### config.mk
export PLATFORM = sky130hd
export DESIGN_NAME = nhc_host
export DESIGN_NICKNAME = d
export VERILOG_FILES = /design/src/verilog/nhc_cycle.v /design/src/verilog/nhc_host.v
export VERILOG_INCLUDE_DIRS = /design/src /design/src/verilog
export SDC_FILE = /design/constraint.sdc
export NUM_CORES = 1
export LEC_CHECK = 0
export BUFFER_PORTS_ARGS = -buffer_cell sky130_fd_sc_hd__buf_2
export CAP_MARGIN = 10
export CELL_PAD_IN_SITES_DETAIL_PLACEMENT = 1
export CELL_PAD_IN_SITES_GLOBAL_PLACEMENT = 2
export CORE_MARGIN = 2
export CORE_UTILIZATION = 37
export CTS_CLUSTER_DIAMETER = 40
export DETAILED_ROUTE_END_ITERATION = 8
export PLACE_DENSITY_LB_ADDON = 0.1
export SETUP_SLACK_MARGIN = 0.15
export SLEW_MARGIN = 20
export SYNTH_ARGS = -nofsm -noshare
export SYNTH_HDL_FRONTEND = slang
export SYNTH_SLANG_ARGS = --single-unit
export TNS_END_PERCENT = 10
### constraint.sdc
create_clock -name pclk -period 2.7 [get_ports pclk]
set_input_delay 0.405 -clock pclk [delete_from_list [all_inputs] [get_ports pclk]]
set_output_delay 0.405 -clock pclk [all_outputs]
set_load 0.01 [all_outputs]
### src/verilog/nhc_consts.vh
// constants for the nand host command controller
// Behaviour
// - fail bit trusted only when ready
// - during init only reset or status read
// - never issue unknown command codes
// - while busy only status reads or reset
// - after serial input only 85,10,11,ff
// - program pages ascending within a block
`ifndef NHC_CONSTS_VH
`define NHC_CONSTS_VH
// apb register byte offsets
`define NHC_OFF_CTRL 12'h000
`define NHC_OFF_CMD 12'h004
`define NHC_OFF_STAT 12'h008
`define NHC_OFF_IRQ 12'h00c
`define NHC_OFF_MASK 12'h010
`define NHC_OFF_DSTAT 12'h014
`define NHC_OFF_ECC 12'h018
// ctrl fields
`define NHC_CTRL_WPN 0
`define NHC_CTRL_CE 1
`define NHC_CTRL_RST 2'h0
// cmd register fields
`define NHC_CMD_KIND_HI 9
`define NHC_CMD_KIND_LO 8
`define NHC_KIND_CMD 2'h0
`define NHC_KIND_ADDR 2'h1
`define NHC_KIND_WR 2'h2
`define NHC_KIND_RD 2'h3
// irq bits
`define NHC_IRQ_DONE 0
`define NHC_IRQ_REFUSE 1
`define NHC_IRQ_READY 2
// status byte fields
`define NHC_SB_FAIL 0
`define NHC_SB_REWRITE 3
`define NHC_SB_READY 6
`define NHC_SB_UNPROT 7
// ecc byte
`define NHC_ECC_UNCORR 4'hf
`define NHC_ECC_MAXCNT 4'h8
`define NHC_ECC_MAXSEC 4'h7
// command codes
`define NHC_OP_READ 8'h00
`define NHC_OP_READ_GO 8'h30
`define NHC_OP_COPY_RD 8'h35
`define NHC_OP_STATUS 8'h70
`define NHC_OP_MSTATUS 8'h71
`define NHC_OP_ECCSTAT 8'h7a
`define NHC_OP_SERIAL 8'h80
`define NHC_OP_MSERIAL 8'h81
`define NHC_OP_COLCHG 8'h85
`define NHC_OP_PROG 8'h10
`define NHC_OP_MPROG 8'h11
`define NHC_OP_ERASE 8'h60
`define NHC_OP_ERASE_GO 8'hd0
`define NHC_OP_ID 8'h90
`define NHC_OP_RESET 8'hff
// page field in third address byte
`define NHC_PAGE_ADDR_IDX 3'h2
`define NHC_PAGE_W 6
// timing
`define NHC_CLK_NS 20
`define NHC_T_PULSE_NS 40
`define NHC_PULSE_CYC ((`NHC_T_PULSE_NS+`NHC_CLK_NS-1)/`NHC_CLK_NS)
`define NHC_SYNC_CYC 2
`endif

### src/verilog/nhc_cycle.v
// one command, address or data cycle on the nand pins
`include "nhc_consts.vh"
module nhc_cycle (
  input wire pclk,
  input wire presetn,
  input wire start,
  input wire [1:0] kind,
  input wire [7:0] din,
  input wire [7:0] io_in_s,
  output wire busy,
  output reg done,
  output reg [7:0] dout,
  output reg cle,
  output reg ale,
  output reg we_n,
  output reg re_n,
  output reg [7:0] io_out,
  output reg io_oe_n
);
  localparam [2:0] ST_IDLE = 3'b001;
  localparam [2:0] ST_LOW = 3'b010;
  localparam [2:0] ST_HIGH = 3'b100;
  localparam integer LOW_I = `NHC_PULSE_CYC;
  localparam integer RD_I = `NHC_PULSE_CYC + `NHC_SYNC_CYC;
  localparam [3:0] LOW_CYC = LOW_I[3:0];
  localparam [3:0] RD_CYC = RD_I[3:0];
  reg [2:0] st_r;
  reg [3:0] cnt_r;
  reg rd_r;

  assign busy = ~st_r[0];

  always @(posedge pclk or negedge presetn)
  begin
    if (!presetn)
    begin
      st_r <= ST_IDLE;
      cnt_r <= 4'h0;
      rd_r <= 1'b0;
      done <= 1'b0;
      dout <= 8'h00;
      cle <= 1'b0;
      ale <= 1'b0;
      we_n <= 1'b1;
      re_n <= 1'b1;
      io_out <= 8'h00;
      io_oe_n <= 1'b1;
    end
    else
    begin
      done <= 1'b0;
      case (st_r)
        ST_IDLE:
        begin
          if (start)
          begin
            rd_r <= (kind == `NHC_KIND_RD);
            cle <= (kind == `NHC_KIND_CMD);
            ale <= (kind == `NHC_KIND_ADDR);
            io_out <= din;
            io_oe_n <= (kind == `NHC_KIND_RD);
            we_n <= (kind == `NHC_KIND_RD);
            re_n <= (kind != `NHC_KIND_RD);
            // read low phase covers the input synchroniser delay
            cnt_r <= (kind == `NHC_KIND_RD) ? RD_CYC - 4'h1 : LOW_CYC - 4'h1;
            st_r <= ST_LOW;
          end
        end
        ST_LOW:
        begin
          if (cnt_r == 4'h0)
          begin
            we_n <= 1'b1;
            re_n <= 1'b1;
            if (rd_r)
              dout <= io_in_s;
            cnt_r <= LOW_CYC - 4'h1;
            st_r <= ST_HIGH;
          end
          else
            cnt_r <= cnt_r - 4'h1;
        end
        ST_HIGH:
        begin
          if (cnt_r == 4'h0)
          begin
            cle <= 1'b0;
            ale <= 1'b0;
            io_oe_n <= 1'b1;
            done <= 1'b1;
            st_r <= ST_IDLE;
          end
          else
            cnt_r <= cnt_r - 4'h1;
        end
        default:
          st_r <= ST_IDLE;
      endcase
    end
  end
endmodule // nhc_cycle

### src/verilog/nhc_host.v
// apb-controlled nand host: command checks, status and ecc capture
//
// Design decisions made here: the APB slave port and the register addresses.
`include "nhc_consts.vh"
module nhc_host (
  input wire pclk,
  input wire presetn,
  input wire psel,
  input wire penable,
  input wire pwrite,
  input wire [11:0] paddr,
  input wire [31:0] pwdata,
  output reg [31:0] prdata,
  output reg pready,
  output reg pslverr,
  output reg irq,
  output reg nand_ce_n,
  output wire nand_cle,
  output wire nand_ale,
  output wire nand_we_n,
  output wire read_strobe_n,
  output reg nand_wp_n,
  output wire [7:0] io_out,
  output wire io_oe_n,
  input wire [7:0] io_in,
  input wire ready_busy_out
);
  // ==========================================================
  // functions
  function known_op;
    input [7:0] op;
    begin
      case (op)
        `NHC_OP_READ, `NHC_OP_READ_GO, `NHC_OP_COPY_RD, `NHC_OP_STATUS,
        `NHC_OP_MSTATUS, `NHC_OP_ECCSTAT, `NHC_OP_SERIAL,
        `NHC_OP_MSERIAL, `NHC_OP_COLCHG, `NHC_OP_PROG, `NHC_OP_MPROG,
        `NHC_OP_ERASE, `NHC_OP_ERASE_GO, `NHC_OP_ID, `NHC_OP_RESET:
          known_op = 1'b1;
        default:
          known_op = 1'b0;
      endcase
    end
  endfunction

  function is_status_op;
    input [7:0] op;
    begin
      is_status_op = (op == `NHC_OP_STATUS) || (op == `NHC_OP_MSTATUS);
    end
  endfunction

  // ==========================================================
  // pin synchronisers
  reg rb_s1_r;
  reg rb_s2_r;
  reg [7:0] io_s1_r;
  reg [7:0] io_s2_r;
  always @(posedge pclk or negedge presetn)
  begin
    if (!presetn)
    begin
      rb_s1_r <= 1'b0;
      rb_s2_r <= 1'b0;
      io_s1_r <= 8'h00;
      io_s2_r <= 8'h00;
    end
    else
    begin
      rb_s1_r <= ready_busy_out;
      rb_s2_r <= rb_s1_r;
      io_s1_r <= io_in;
      io_s2_r <= io_s1_r;
    end
  end

  // ==========================================================
  // register state
  reg [1:0] ctrl_r;
  reg [2:0] irq_st_r;
  reg [2:0] irq_st_nxt;
  reg [2:0] mask_r;
  reg init_done_r;
  reg rdy_d_r;
  reg prog_pend_r;
  reg status_mode_r;
  reg [7:0] last_op_r;
  reg [2:0] addr_idx_r;
  reg [5:0] page_r;
  reg [5:0] next_page_r;
  reg [7:0] rd_byte_r;
  reg [7:0] dstat_r;
  reg fail_valid_r;
  reg [7:0] ecc_r;
  reg [1:0] pend_kind_r;

  wire eng_busy;
  wire eng_done;
  wire [7:0] eng_dout;
  reg eng_start;
  reg refuse;

  wire acc = psel & penable & pready;
  wire wr_acc = acc & pwrite;
  wire rd_acc = acc & ~pwrite;
  wire cmd_wr = wr_acc && (paddr == `NHC_OFF_CMD);
  wire [1:0] kind = pwdata[`NHC_CMD_KIND_HI:`NHC_CMD_KIND_LO];
  wire [7:0] wbyte = pwdata[7:0];
  wire rdy_s = rb_s2_r;

  // ==========================================================
  // command legality
  always @*
  begin
    refuse = 1'b0;
    if (eng_busy)
      refuse = 1'b1;
    else if (kind == `NHC_KIND_CMD)
    begin
      if (!known_op(wbyte))
        refuse = 1'b1;
      else if (!init_done_r && !(wbyte == `NHC_OP_RESET ||
               wbyte == `NHC_OP_STATUS))
        refuse = 1'b1;
      else if (!rdy_s && !(is_status_op(wbyte) ||
               wbyte == `NHC_OP_RESET))
        refuse = 1'b1;
      else if (prog_pend_r && !(wbyte == `NHC_OP_COLCHG ||
               wbyte == `NHC_OP_PROG || wbyte == `NHC_OP_MPROG ||
               wbyte == `NHC_OP_RESET))
        refuse = 1'b1;
      else if ((wbyte == `NHC_OP_PROG || wbyte == `NHC_OP_MPROG) &&
               page_r != 6'h00 && page_r != next_page_r)
        refuse = 1'b1;
    end
    else if (kind == `NHC_KIND_WR && !ctrl_r[`NHC_CTRL_WPN] &&
             prog_pend_r)
      refuse = 1'b1;
    eng_start = cmd_wr & ~refuse;
  end

  nhc_cycle u_cycle (
    .pclk(pclk),
    .presetn(presetn),
    .start(eng_start),
    .kind(kind),
    .din(wbyte),
    .io_in_s(io_s2_r),
    .busy(eng_busy),
    .done(eng_done),
    .dout(eng_dout),
    .cle(nand_cle),
    .ale(nand_ale),
    .we_n(nand_we_n),
    .re_n(read_strobe_n),
    .io_out(io_out),
    .io_oe_n(io_oe_n)
  );

  // ==========================================================
  // sticky interrupt status: events win over read-clear
  always @*
  begin
    irq_st_nxt = irq_st_r;
    if (rd_acc && paddr == `NHC_OFF_IRQ)
      irq_st_nxt = 3'h0;
    irq_st_nxt[`NHC_IRQ_DONE] = irq_st_nxt[`NHC_IRQ_DONE] | eng_done;
    irq_st_nxt[`NHC_IRQ_REFUSE] = irq_st_nxt[`NHC_IRQ_REFUSE] |
                                  (cmd_wr & refuse);
    irq_st_nxt[`NHC_IRQ_READY] = irq_st_nxt[`NHC_IRQ_READY] |
                                 (rdy_s & ~rdy_d_r);
  end

  // ==========================================================
  // controller state
  always @(posedge pclk or negedge presetn)
  begin
    if (!presetn)
    begin
      ctrl_r <= `NHC_CTRL_RST;
      irq_st_r <= 3'h0;
      mask_r <= 3'h0;
      irq <= 1'b0;
      nand_ce_n <= 1'b1;
      nand_wp_n <= 1'b0;
      init_done_r <= 1'b0;
      rdy_d_r <= 1'b0;
      prog_pend_r <= 1'b0;
      status_mode_r <= 1'b0;
      last_op_r <= 8'h00;
      addr_idx_r <= 3'h0;
      page_r <= 6'h00;
      next_page_r <= 6'h00;
      rd_byte_r <= 8'h00;
      dstat_r <= 8'h00;
      fail_valid_r <= 1'b0;
      ecc_r <= 8'h00;
      pend_kind_r <= 2'h0;
    end
    else
    begin
      irq_st_r <= irq_st_nxt;
      irq <= |(irq_st_nxt & mask_r);
      rdy_d_r <= rdy_s;
      nand_ce_n <= ~ctrl_r[`NHC_CTRL_CE];
      nand_wp_n <= ctrl_r[`NHC_CTRL_WPN];
      if (rdy_s)
        init_done_r <= 1'b1;
      if (wr_acc && paddr == `NHC_OFF_CTRL)
        ctrl_r <= pwdata[1:0];
      if (wr_acc && paddr == `NHC_OFF_MASK)
        mask_r <= pwdata[2:0];
      if (eng_start)
      begin
        pend_kind_r <= kind;
        if (kind == `NHC_KIND_CMD)
        begin
          last_op_r <= wbyte;
          case (wbyte)
            `NHC_OP_SERIAL, `NHC_OP_MSERIAL:
            begin
              prog_pend_r <= 1'b1;
              addr_idx_r <= 3'h0;
            end
            `NHC_OP_PROG, `NHC_OP_MPROG:
            begin
              prog_pend_r <= 1'b0;
              next_page_r <= page_r + 6'h01;
            end
            `NHC_OP_STATUS:
              status_mode_r <= 1'b1;
            `NHC_OP_READ:
              status_mode_r <= 1'b0;
            `NHC_OP_RESET:
            begin
              prog_pend_r <= 1'b0;
              status_mode_r <= 1'b0;
            end
            default:
              status_mode_r <= status_mode_r;
          endcase
        end
        else if (kind == `NHC_KIND_ADDR && prog_pend_r)
        begin
          if (addr_idx_r == `NHC_PAGE_ADDR_IDX)
            page_r <= wbyte[`NHC_PAGE_W-1:0];
          addr_idx_r <= addr_idx_r + 3'h1;
        end
      end
      // falling protect drops a pending program once
      if (nand_wp_n && !ctrl_r[`NHC_CTRL_WPN])
        prog_pend_r <= 1'b0;
      if (eng_done && pend_kind_r == `NHC_KIND_RD)
      begin
        rd_byte_r <= eng_dout;
        if (status_mode_r || is_status_op(last_op_r))
        begin
          dstat_r <= eng_dout;
          fail_valid_r <= eng_dout[`NHC_SB_READY];
        end
        if (last_op_r == `NHC_OP_ECCSTAT)
          ecc_r <= eng_dout;
      end
    end
  end

  // ==========================================================
  // apb slave: one wait state, answer on second access cycle
  always @(posedge pclk or negedge presetn)
  begin
    if (!presetn)
    begin
      pready <= 1'b0;
      pslverr <= 1'b0;
      prdata <= 32'h00000000;
    end
    else
    begin
      pready <= psel & penable & ~pready;
      pslverr <= 1'b0;
      if (psel & penable & ~pready)
      begin
        prdata <= 32'h00000000;
        if (paddr == `NHC_OFF_CTRL)
          prdata <= {30'h0, ctrl_r};
        else if (paddr == `NHC_OFF_CMD)
          prdata <= {24'h0, last_op_r};
        else if (paddr == `NHC_OFF_STAT)
          prdata <= {16'h0, rd_byte_r, 3'h0, prog_pend_r,
                     status_mode_r, init_done_r, rdy_s,
                     eng_busy | eng_done}; // busy covers result store
        else if (paddr == `NHC_OFF_IRQ)
          prdata <= {29'h0, irq_st_r};
        else if (paddr == `NHC_OFF_MASK)
          prdata <= {29'h0, mask_r};
        else if (paddr == `NHC_OFF_DSTAT)
          prdata <= {23'h0, fail_valid_r, dstat_r};
        else if (paddr == `NHC_OFF_ECC)
          prdata <= {24'h0, ecc_r};
        else
          pslverr <= 1'b1;
      end
    end
  end
endmodule // nhc_host

==> results of run 1 <==
-- what timing repair did --
| action | CTS | global route |
|---|---|---|
| setup endpoints to repair | 0 | 6 |
| gates resized for setup | 0 | 2 |
| hold endpoints to repair | 39 | 0 |
| hold buffers | 1 | 0 |
-- state kept, by name (all words and copies together), names as in the netlist, 4 cells and up --
name and flops:
dstat_r 8, ecc_r 8, io_s1_r 8, io_s2_r 8, last_op_r 8, next_page_r 6, page_r 6, prdata 16
rd_byte_r 8, u_cycle.cnt_r 4, u_cycle.dout 8, u_cycle.io_out 8
-- power groups by stage --
stage / sequential [W] / clock, W / combinational (W)
2_1_floorplan: 0.00200 / 0 / 0.000104
5_1_grt: 0.00197 / 0.00263 / 0.000216
3_3_place_gp: 0.00200 / 0 / 0.000192
3_5_place_dp: 0.00201 / 0 / 0.000196
4_1_cts: 0.00197 / 0.00256 / 0.000198
6_report: 0.00197 / 0.00249 / 0.000194
-- metrics by stage --
| step | utilization | TNS (ns) | area (µm²) | setup slack, ns | cells |
|---|---|---|---|---|---|
| 3_3_place_gp | 0.4195 | 0 | 6688 | 0.05634 | 808 |
| 3_5_place_dp | 0.4195 | -0.001449 | 6688 | -0.001449 | 808 |
| 6_report | 0.4610 | 0 | 7350 | 0.3377 | 841 |
| 5_1_grt | 0.4610 | 0 | 7350 | 0.1396 | 841 |
| 2_1_floorplan | - | 0 | 6101 | 0.3753 | 533 |
| 4_1_cts | 0.4608 | 0 | 7347 | 0.1515 | 841 |
-- area by class of cell --
type                    instances  area share
clock buffers                  24     0.06827
clock inverters                 8     0.02009
inverters                      16    0.008172
multi-input cells             350      0.3447
flip-flops and latches        130      0.4435
well taps                     216     0.03677
repair buffers                 97     0.07848
-- kinds of logic after synthesis --
family | Yosys count
compound gates | 82
buf+inv | 53
fa+ha+maj | 5
flops | 130
mux | 69
other cells | 1
simple gates | 168
xor+xnor | 10
-- final timing paths --
kind / slack (ns) / endpoint / startpoint
max: 0.34 / dstat_r[2]$_DFFE_PN0P_ / last_op_r[7]$_DFFE_PN0P_
min: 0.09 / io_s1_r[2]$_DFF_PN0_ / io_in[2]
max reg2reg: 0.34 / dstat_r[2]$_DFFE_PN0P_ / last_op_r[7]$_DFFE_PN0P_
min reg2reg: 0.34 / io_s2_r[2]$_DFF_PN0_ / io_s1_r[2]$_DFF_PN0_
max in group asynchronous: 1.35 / rd_byte_r[2]$_DFFE_PN0P_ / presetn
min in group asynchronous: 0.55 / page_r[3]$_DFFE_PN0P_ / presetn
-- layer usage --
layer / vias up / GRT usage
li1: 2029 / -
met1: 2229 / 0.2439
met2: 76 / 0.3057
met3: 12 / 0.03652
met4: 0 / 0.06401
met5: - / 0
-- synthesized netlist by cell type, drive strengths merged (2+ instances only) --
cell	count
mux2	62
dfrtp	125
nand3b	5
nand2	54
a222oi	4
clkbuf	10
nand4b	3
nor3	10
o31ai	2
and4b	2
a21o	4
a31oi	2
and2	4
dfstp	5
o211ai	3
a21oi	12
o21ai	24
nand3	22
o22ai	2
ha	5
nor2	32
and4	2
o2111ai	2
nand2b	3
xor2	7
a22oi	3
mux2i	7
inv	15
a32oi	2
buf	27
nor2b	2
nor4	9
and3	4
nand4	4
or3	3
nor3b	3
a22o	6
o32ai	2
a221oi	5
xnor2	3
a211oi	2
a31o	2
-- critical path, stage by stage (launching register included) --
cell     delay [ns]
dfrtp_1        0.40
or4b_2         0.74
o31a_1         0.28
nor2_2         0.42
mux2_2         0.40
==> key figures, run 1 <==
Clock tree
  – Setup Buffers After CTS: 0
  – Clock sink count: 130
  – H-tree depth: 4
  – Worst-path clk slew: roughly 0.050 ns
  – Skew-Pair Late Insertion Delay: 0.42 ns
  – Clock buffer depth: 2
  – CTS buffer count: 17
  – CTS tree: done
  – Clk root buf: clkbuf_16

Layout
  – Most common cell after layout, fill and taps aside: dfrtp_1
  – P&R area growth vs syn: 21.59%
  – Multi-input gate area: between 2000 and 3000 µm²
  – Share of cells above drive strength 1: 0.3472
  – Most frequent cells in the layout: dfrtp_1 (125), buf_2 (68), nand2_1 (53)
  – ANT cells: 0
  – Final net count: 675
  – Fillers: 1729
  – Reg area: about 3300 µm²

Floorplan
  – Initial core utilization: 0.3791
  – Io pins: around 110
  – Row cnt: 46
  – Die Width: ~130 µm
  – Height of the die: about 130 µm
  – Core footprint: 15940 µm²
  – Die ar.: 17380 µm²

Logic synthesis
  – Synth Warn #: 0
  – Largest family of logic cells by synthesized area: simple AND/OR/NAND/NOR gates
  – Syn Inst Count: ~520
  – Area leader, netlist: dfrtp_1
  – Post-synth top area share: 0.5175
  – Post-synth EDFFs: 0
  – Seq/Total Area, Yosys: 0.5392
  – Distinct cells, synth: between 70 and 80
  – Post-Synth Simple-Gate Area: 0.1532
  – Number of synthesized register bits: 130
  – Mux cell area share after synthesis: 0.1333
  – Synth Area in Compound Gates: 0.09750
  – Adder-cell share of the synthesized area: 0.01035
  – Ys flop type: dfrtp_1
  – Top cells by area, synth: dfrtp_1 (52%), mux2_2 (9.7%), nand2_1 (3.3%)
  – Post-Syn Area: 6045 µm²
  – Xor and xnor area share after synthesis: 0.01449
  – Mean cell area of the mapped netlist: 11.67 µm²
  – Synth async-reset ratio: 1.000

Worst setup path
  – Crit end category: register
  – WP data required: roughly 3 ns
  – CP arrival: 2.66 ns
  – Startpoint types: register
  – Worst Path Class, Setup: reg2reg
  – Cells on worst reg2reg path: 4
  – Critical Path Fanout Max: 8

STA
  – Crit share post-route: 0.8749
  – Fmax: 0.4233 GHz
  – Fin. max-slew vios: 0
  – Setup-failing EPs final: 0
  – Hold Slack: approximately 0.091 ns
  – RSZ-0062 raised after global routing: yes
  – Final hold violation count: 0
  – Clock skew: 0.01071 ns
  – Post-route minimum period: roughly 2.4 ns
  – Worst-margin pin slew: 0.6116 ns
  – Relative slew margins: 0.5923

Detailed routing
  – Post-route ant nets: 0
  – Initial drt markers: around 280
  – Routed wl met3: between 400 and 500 µm
  – Vias/cell: a little over 5
  – M1 WL: between 7 and 8 mm
  – DR top layer: met4
  – Drc violations: 0
  – Vias after detailed routing: 4346
  – WL/cell: 18.07 µm
  – First-pass DRT Iterations: 5
  – Wire length on met2: approximately 7.6 mm
  – Total Wirelength: approximately 15 mm

Global routing
  – Largest net degree at the start of global routing: 65
  – Total GRT Usage: 0.1849
  – Vias in the first global route: 4700
  – Remaining global-route overflow: 0
  – First-pass GRT wire length: 25.04 mm
  – Initial antenna violation count: 0

Power and ir drop
  – Sequential share of power: 0.424
  – Leak pwr: 3.605 nW
  – Switching share of power: 0.2074
  – Combinational share of power: 0.042
  – Final Power: 0.004655 W
  – Clock power frac: 0.535
  – Switching Power: slightly below 0.001 W
  – Power Internal: ~0.0037 W
  – Power Density: 633.4 nW/µm²
  – Worst vdd ir: 440.0 µV

Min path
  – Hold Crit Depth: 1
  – Worst hold path type: in2reg

Place
  – Port buffer count: just under 70
  – GPL Wtd Cong: 0.8137
  – Final HPWL DP: 11.07 mm

Run
  – Maxcap violations: 0

Status
  – Status: complete, no violations
Power figures use the tool's default switching activity.
==> run 2: changes to the inputs <==
Settings changed: CELL_PAD_IN_SITES_DETAIL_PLACEMENT 1 to default, CELL_PAD_IN_SITES_GLOBAL_PLACEMENT 2 to default, CORE_UTILIZATION 37 to 40, PLACE_DENSITY_LB_ADDON 0.1 to default.
==> key figures, run 2 (same netlist as run 1, synthesis figures left out) <==
Global routing
  – Initial antenna violation count: 0 (unchanged)
  – Total GRT Usage: 0.1784 (-0.006535)
  – Remaining global-route overflow: 0 (unchanged)
  – Largest net degree at the start of global routing: 55 (-15%)
  – First-pass GRT wire length: 22.49 mm (-10%)
  – Vias in the first global route: 4433 (-5.7%)

STA
  – Sum of negative setup slack: 0 ns (unchanged)
  – Clock skew: 0.005398 ns (-0.005312 ns)
  – Hold Slack: 0.09098 ns (-0.0004067 ns)
  – Final hold violation count: 0 (unchanged)
  – RSZ-0062 raised after global routing: no
  – Post-route minimum period: 2.388 ns (+0.02616 ns)
  – Relative slew margins: 0.5605 (-0.03175)
  – Fin. max-slew vios: 0 (unchanged)
  – Fmax: 0.4187 GHz (-1.1%)
  – Setup-failing EPs final: 0 (unchanged)
  – Crit share post-route: 0.8846 (+0.009688)
  – Worst-margin pin slew: 0.6543 ns (+0.04271 ns)

Place
  – Final HPWL DP: 9.892 mm (-11%)
  – GPL Wtd Cong: 0.8952 (+10%)
  – Port buffer count: 69 (unchanged)
  – Placed Cells: 773 (-4.3%)

Detailed routing
  – Initial drt markers: 237 (-14%)
  – Vias after detailed routing: 4300 (-1.1%)
  – Vias/cell: 5.335 (+3.2%)
  – WL/cell: 16.68 µm (-7.7%)
  – Total Wirelength: 13.44 mm (-12%)
  – First-pass DRT Iterations: 5 (unchanged)
  – Drc violations: 0 (unchanged)
  – Post-route ant nets: 0 (unchanged)

Layout
  – Biggest register: prdata
  – Share of cells above drive strength 1: 0.3473 (about the same)
  – Most frequent cells in the layout: dfrtp_1 (125), buf_2 (68), nand2_1 (53)
  – Max reg flops: 16 (unchanged)
  – Most common cell after layout, fill and taps aside: dfrtp_1
  – Layout Cells excl Fill: 806 (-4.2%)
  – P&R area growth vs syn: 20.55%
  – Final net count: 672 (-0.44%)
  – ANT cells: 0 (unchanged)

Clock tree
  – CTS buffer count: 17 (unchanged)
  – Clock buffer depth: 2 (unchanged)
  – Skew-Pair Late Insertion Delay: 0.42 ns (about the same)
  – Setup Buffers After CTS: 0 (unchanged)
  – Clock sink count: 130 (unchanged)
  – H-tree depth: 4 (unchanged)
  – CTS tree: done
  – Worst-path clk slew: 0.06 ns (about the same)
  – Clk root buf: clkbuf_16

Status
  – Status: complete, no violations

Worst setup path
  – CP endpoint: next_page_r[1]$_DFFE_PN0P_
  – Critical Path Fanout Max: 6 (-2)
  – Worst Path Class, Setup: reg2reg
  – Cells on worst reg2reg path: 8 (+4)
  – Startpoint types: register
  – Crit Reg-Reg Endpoint: next_page_r[1]$_DFFE_PN0P_
  – CP arrival: 2.69 ns (+0.03 ns)
  – Reg2Reg Setup Slack: 0.31 ns (-0.03 ns)
  – Worst r2r src: page_r[2]$_DFFE_PN0P_
  – WP data required: 3.00 ns (about the same)
  – Critical Path Source: page_r[2]$_DFFE_PN0P_
  – Crit end category: register

Power and ir drop
  – Final Power: 0.004616 W (-0.85%)
  – Clock power frac: 0.533 (-0.002)
  – Switching Power: 0.0009994 W (+3.5%)
  – Power Internal: 0.003616 W (-2.0%)
  – Worst vdd ir: 437.8 µV (-0.48%)
  – Leak pwr: 3.581 nW (-0.66%)
  – Switching share of power: 0.2165 (+0.009133)
  – Combinational share of power: 0.040 (-0.002)
  – Power Density: 633.4 nW/µm² (about the same)
  – Sequential share of power: 0.427 (+0.003)

Floorplan
  – Io pins: 108 (unchanged)
  – Die Width: 126.9 µm (-3.7%)
  – Height of the die: 126.9 µm (-3.7%)
  – Core footprint: 14640 µm² (-8.1%)
  – Row cnt: 44 (-4.3%)
  – Die ar.: 16110 µm² (-7.3%)
  – Initial core utilization: 0.4128 (+0.03362)

Run
  – Maxcap violations: 0 (unchanged)

Min path
  – Worst hold path type: in2reg
==> run 2: cell types whose count changed in the layout (fill, tap and decap cells not counted), sizes merged <==
cell and change:
clkinvlp +3, buf -3, clkbuf -4, clkinv -1, inv +2
==> run 2: what timing repair did <==
action	in CTS	in global routing
gates resized for setup	0	2
hold buffers	1	0
endpoints found under the hold margin	12	0
endpoints found under the setup margin	0	5
==> run 2: cell type report <==
cell class	instances	area [µm²]
timing repair buffer	94	563.0
clock buffer	20	456.7
multi-input combinational	350	2539
tap	184	230.2
clock inverter	12	178.9
sequential	130	3259
fill	1314	7357
inverter	16	60.06
==> run 2: critical path: stages, from the launching register on <==
cell and delay (ns):
dfrtp_1 0.44, xor2_1 0.20, nor4_2 0.31, a211oi_1 0.13, buf_4 0.15, nor3_1 0.18, and4_4 0.25, and2b_2 0.28
mux2_4 0.32
==> run 2: per-stage QoR <==
| step | cell area, µm² | util | setup slack, ns |
|---|---|---|---|
| after global placement | 6634 | 0.4530 | 0.05790 |
| after floorplan | 6101 | - | 0.3753 |
| final | 7287 | 0.4976 | 0.3116 |
| after global routing | 7287 | 0.4976 | 0.1535 |
| after CTS | 7279 | 0.4971 | 0.1526 |
| after detailed placement | 6634 | 0.4530 | 0.03999 |
==> run 2: how the worst min path moves through the flow <==
stage	slack (ns)	start	cells past startpoint	to
floorplan	0.11	presetn	0	addr_idx_r[0]$_DFFE_PN0P_
global placement	0.29	presetn	1	u_cycle.cnt_r[1]$_DFFE_PN0P_
detailed placement	0.29	presetn	1	u_cycle.cnt_r[1]$_DFFE_PN0P_
CTS	0.08	io_in[1]	1	io_s1_r[1]$_DFF_PN0_
global route	0.07	io_in[6]	1	io_s1_r[6]$_DFF_PN0_
finish	0.09	io_in[1]	1	io_s1_r[1]$_DFF_PN0_
==> run 2: power by group through the flow <==
stage	Sequential, W	Clock [W]	Combinational [W]
after global routing	0.00197	0.00260	0.000210
after CTS	0.00197	0.00249	0.000189
after detailed placement	0.00201	0	0.000187
after floorplan	0.00200	0	0.000104
final	0.00197	0.00246	0.000186
after global placement	0.00200	0	0.000184
==> run 2: metal layers <==
metal / wire length (µm) / track usage
met1: 6065 / 0.2327
met2: 6451 / 0.2887
met3: 655 / 0.04977
met4: 269 / 0.05947
met5: 0 / 0
==> run 3: changes to the inputs <==
Settings changed: CORE_MARGIN 2 to 4, MAX_ROUTING_LAYER from default to met4, TNS_END_PERCENT 10 to 30.
==> key figures, run 3 (same netlist as run 1, synthesis figures left out) <==
Global routing
  – First-pass GRT wire length: 21.90 mm (-2.6%)
  – Largest net degree at the start of global routing: 57 (+3.6%)
  – Total GRT Usage: 0.1706 (-0.007823)
  – Vias in the first global route: 4310 (-2.8%)
  – Initial antenna violation count: 0 (unchanged)
  – Remaining global-route overflow: 0 (unchanged)

STA
  – Setup-failing EPs final: 0 (unchanged)
  – Sum of negative setup slack: 0 ns (unchanged)
  – Fin. max-slew vios: 0 (unchanged)
  – Final hold violation count: 0 (unchanged)
  – Worst-margin pin slew: 0.7236 ns (+0.06922 ns)
  – Clock skew: 0.01040 ns (+0.005003 ns)
  – RSZ-0062 raised after global routing: no
  – Relative slew margins: 0.5176 (-0.04287)
  – Crit share post-route: 0.8857 (+0.001045)
  – Fmax: 0.4182 GHz (-0.12%)
  – Post-route minimum period: 2.391 ns (+0.002822 ns)

Clock tree
  – CTS tree: done
  – Worst-path clk slew: 0.06 ns (about the same)
  – H-tree depth: 4 (unchanged)
  – Clock buffer depth: 2 (unchanged)
  – Skew-Pair Late Insertion Delay: 0.42 ns (about the same)
  – Clk root buf: clkbuf_16
  – Setup Buffers After CTS: 0 (unchanged)
  – Clock sink count: 130 (unchanged)
  – CTS buffer count: 17 (unchanged)

Layout
  – Most common cell after layout, fill and taps aside: dfrtp_1
  – Share of cells above drive strength 1: 0.3442 (-0.003111)
  – Multi-input gate area: 2541 µm² (about the same)
  – Fillers: 1317 (+0.23%)
  – Max reg flops: 16 (unchanged)
  – Design area: 7198 µm² (-1.2%)
  – Final net count: 669 (-0.45%)
  – Biggest register: prdata
  – Core Util, Final: 0.4915 (-0.006067)
  – ANT cells: 0 (unchanged)
  – Reg area: 3259 µm² (unchanged)
  – Most frequent cells in the layout: dfrtp_1 (125), buf_2 (68), nand2_1 (53)
  – P&R area growth vs syn: 19.09%

Detailed routing
  – Post-route ant nets: 0 (unchanged)
  – WL/cell: 16.82 µm (+0.88%)
  – Total Wirelength: 13.46 mm (+0.13%)
  – Routed wl met3: 550 µm (-16%)
  – DR top layer: met4
  – Vias/cell: 5.318 (-0.33%)
  – M1 WL: 6.257 mm (+3.2%)
  – First-pass DRT Iterations: 7 (+2)
  – Vias after detailed routing: 4254 (-1.1%)
  – Drc violations: 0 (unchanged)
  – Initial drt markers: 352 (+49%)
  – Wire length on met2: 6.388 mm (-0.98%)

Power and ir drop
  – Leak pwr: 3.531 nW (-1.4%)
  – Switching Power: 0.0009596 W (-4.0%)
  – Worst vdd ir: 421.5 µV (-3.7%)
  – Final Power: 0.004338 W (-6.0%)
  – Switching share of power: 0.2212 (+0.004676)
  – Power Density: 602.7 nW/µm² (-4.9%)
  – Sequential share of power: 0.454 (+0.027)
  – Power Internal: 0.003379 W (-6.6%)
  – Clock power frac: 0.503 (-0.030)
  – Combinational share of power: 0.043 (+0.003)

Floorplan
  – Die ar.: 17140 µm² (+6.4%)
  – Die Width: 130.9 µm (+3.2%)
  – Io pins: 108 (unchanged)
  – Row cnt: 44 (unchanged)
  – Core footprint: 14640 µm² (unchanged)
  – Height of the die: 130.9 µm (+3.2%)
  – Initial core utilization: 0.4128 (unchanged)

Worst setup path
  – CP max stage cell: dfrtp_1
  – Crit-path max cell delay: 0.46 ns (+0.02 ns)
  – Crit end category: register
  – Critical Path, Cell by Cell: xor2_1, nor4_2, a211oi_1, buf_4, nor3_1, and4_4, and2b_2, mux2_4
  – WP data required: 3.00 ns (about the same)
  – Critical Path Fanout Max: 6 (unchanged)
  – Worst Path Class, Setup: reg2reg
  – Startpoint types: register
  – CP arrival: 2.69 ns (about the same)
  – Reg2Reg Setup Slack: 0.31 ns (about the same)

Place
  – Port buffer count: 69 (unchanged)
  – Post-DP Area: 6631 µm² (about the same)
  – GPL Wtd Cong: 0.8629 (-3.6%)
  – Final HPWL DP: 9.797 mm (-0.96%)

Min path
  – Worst hold path type: in2async

Status
  – Status: complete, no violations

Run
  – Maxcap violations: 0 (unchanged)
==> run 3: path summary, 6_finish.rpt <==
check | startpoint | cells past startpoint | to
min reg2reg | io_s1_r[7]$_DFF_PN0_ | 0 | io_s2_r[7]$_DFF_PN0_
max in group asynchronous | presetn | 2 | nand_ce_n$_DFF_PN1_
max reg2reg | page_r[2]$_DFFE_PN0P_ | 8 | next_page_r[4]$_DFFE_PN0P_
min | presetn | 1 | io_s1_r[1]$_DFF_PN0_
max | page_r[2]$_DFFE_PN0P_ | 8 | next_page_r[4]$_DFFE_PN0P_
min in group pclk | io_in[0] | 1 | io_s1_r[0]$_DFF_PN0_
==> run 3: power groups by stage <==
stage                     Clock [W]  Combinational [W]  Sequential, W
after floorplan                   0           0.000104        0.00200
final                       0.00218           0.000185        0.00197
after CTS                   0.00223           0.000188        0.00197
after global placement            0           0.000184        0.00200
after global routing        0.00232           0.000210        0.00197
after detailed placement          0           0.000187        0.00201
==> run 3: metrics by stage <==
step	std cells	setup slack [ns]	hold slack, ns
floorplan	533	0.3753	0.1094
global placement	771	0.07032	0.3315
detailed placement	771	0.01704	0.3347
CTS	800	0.1552	0.07053
global route	800	0.1581	0.07037
finish	800	0.3087	0.04385
==> run 3: worst max-delay path, delay by kind of cell (launching register included) <==
family                    cells  cell delay [ns]
muxes                         1             0.32
AOI/OAI and AO/OA             1             0.12
DFF                           1             0.46
buffers and inverters         1             0.16
and+or+nand+nor               4             1.01
xor gates and xnor gates      1             0.20
==> run 3: timing repair <==
item,4_1_cts,5_1_grt
resized for setup,0,3
endpoints found under the setup margin,0,17
hold buffers,0,0
==> run 3: layout make-up <==
type                       count  share of cell area
multi-input combinational    350              0.3530
sequential                   130              0.4528
clock inverter                10             0.01582
timing repair buffer          91             0.07648
inverter                      16            0.008343
clock buffer                  19             0.06153
tap                          184             0.03198
==> run 3: layer usage <==
metal / up-vias / track usage
li1: 1995 / -
met1: 2120 / 0.2203
met2: 116 / 0.2630
met3: 23 / 0.03618
met4: 0 / 0.06957
met5: - / -
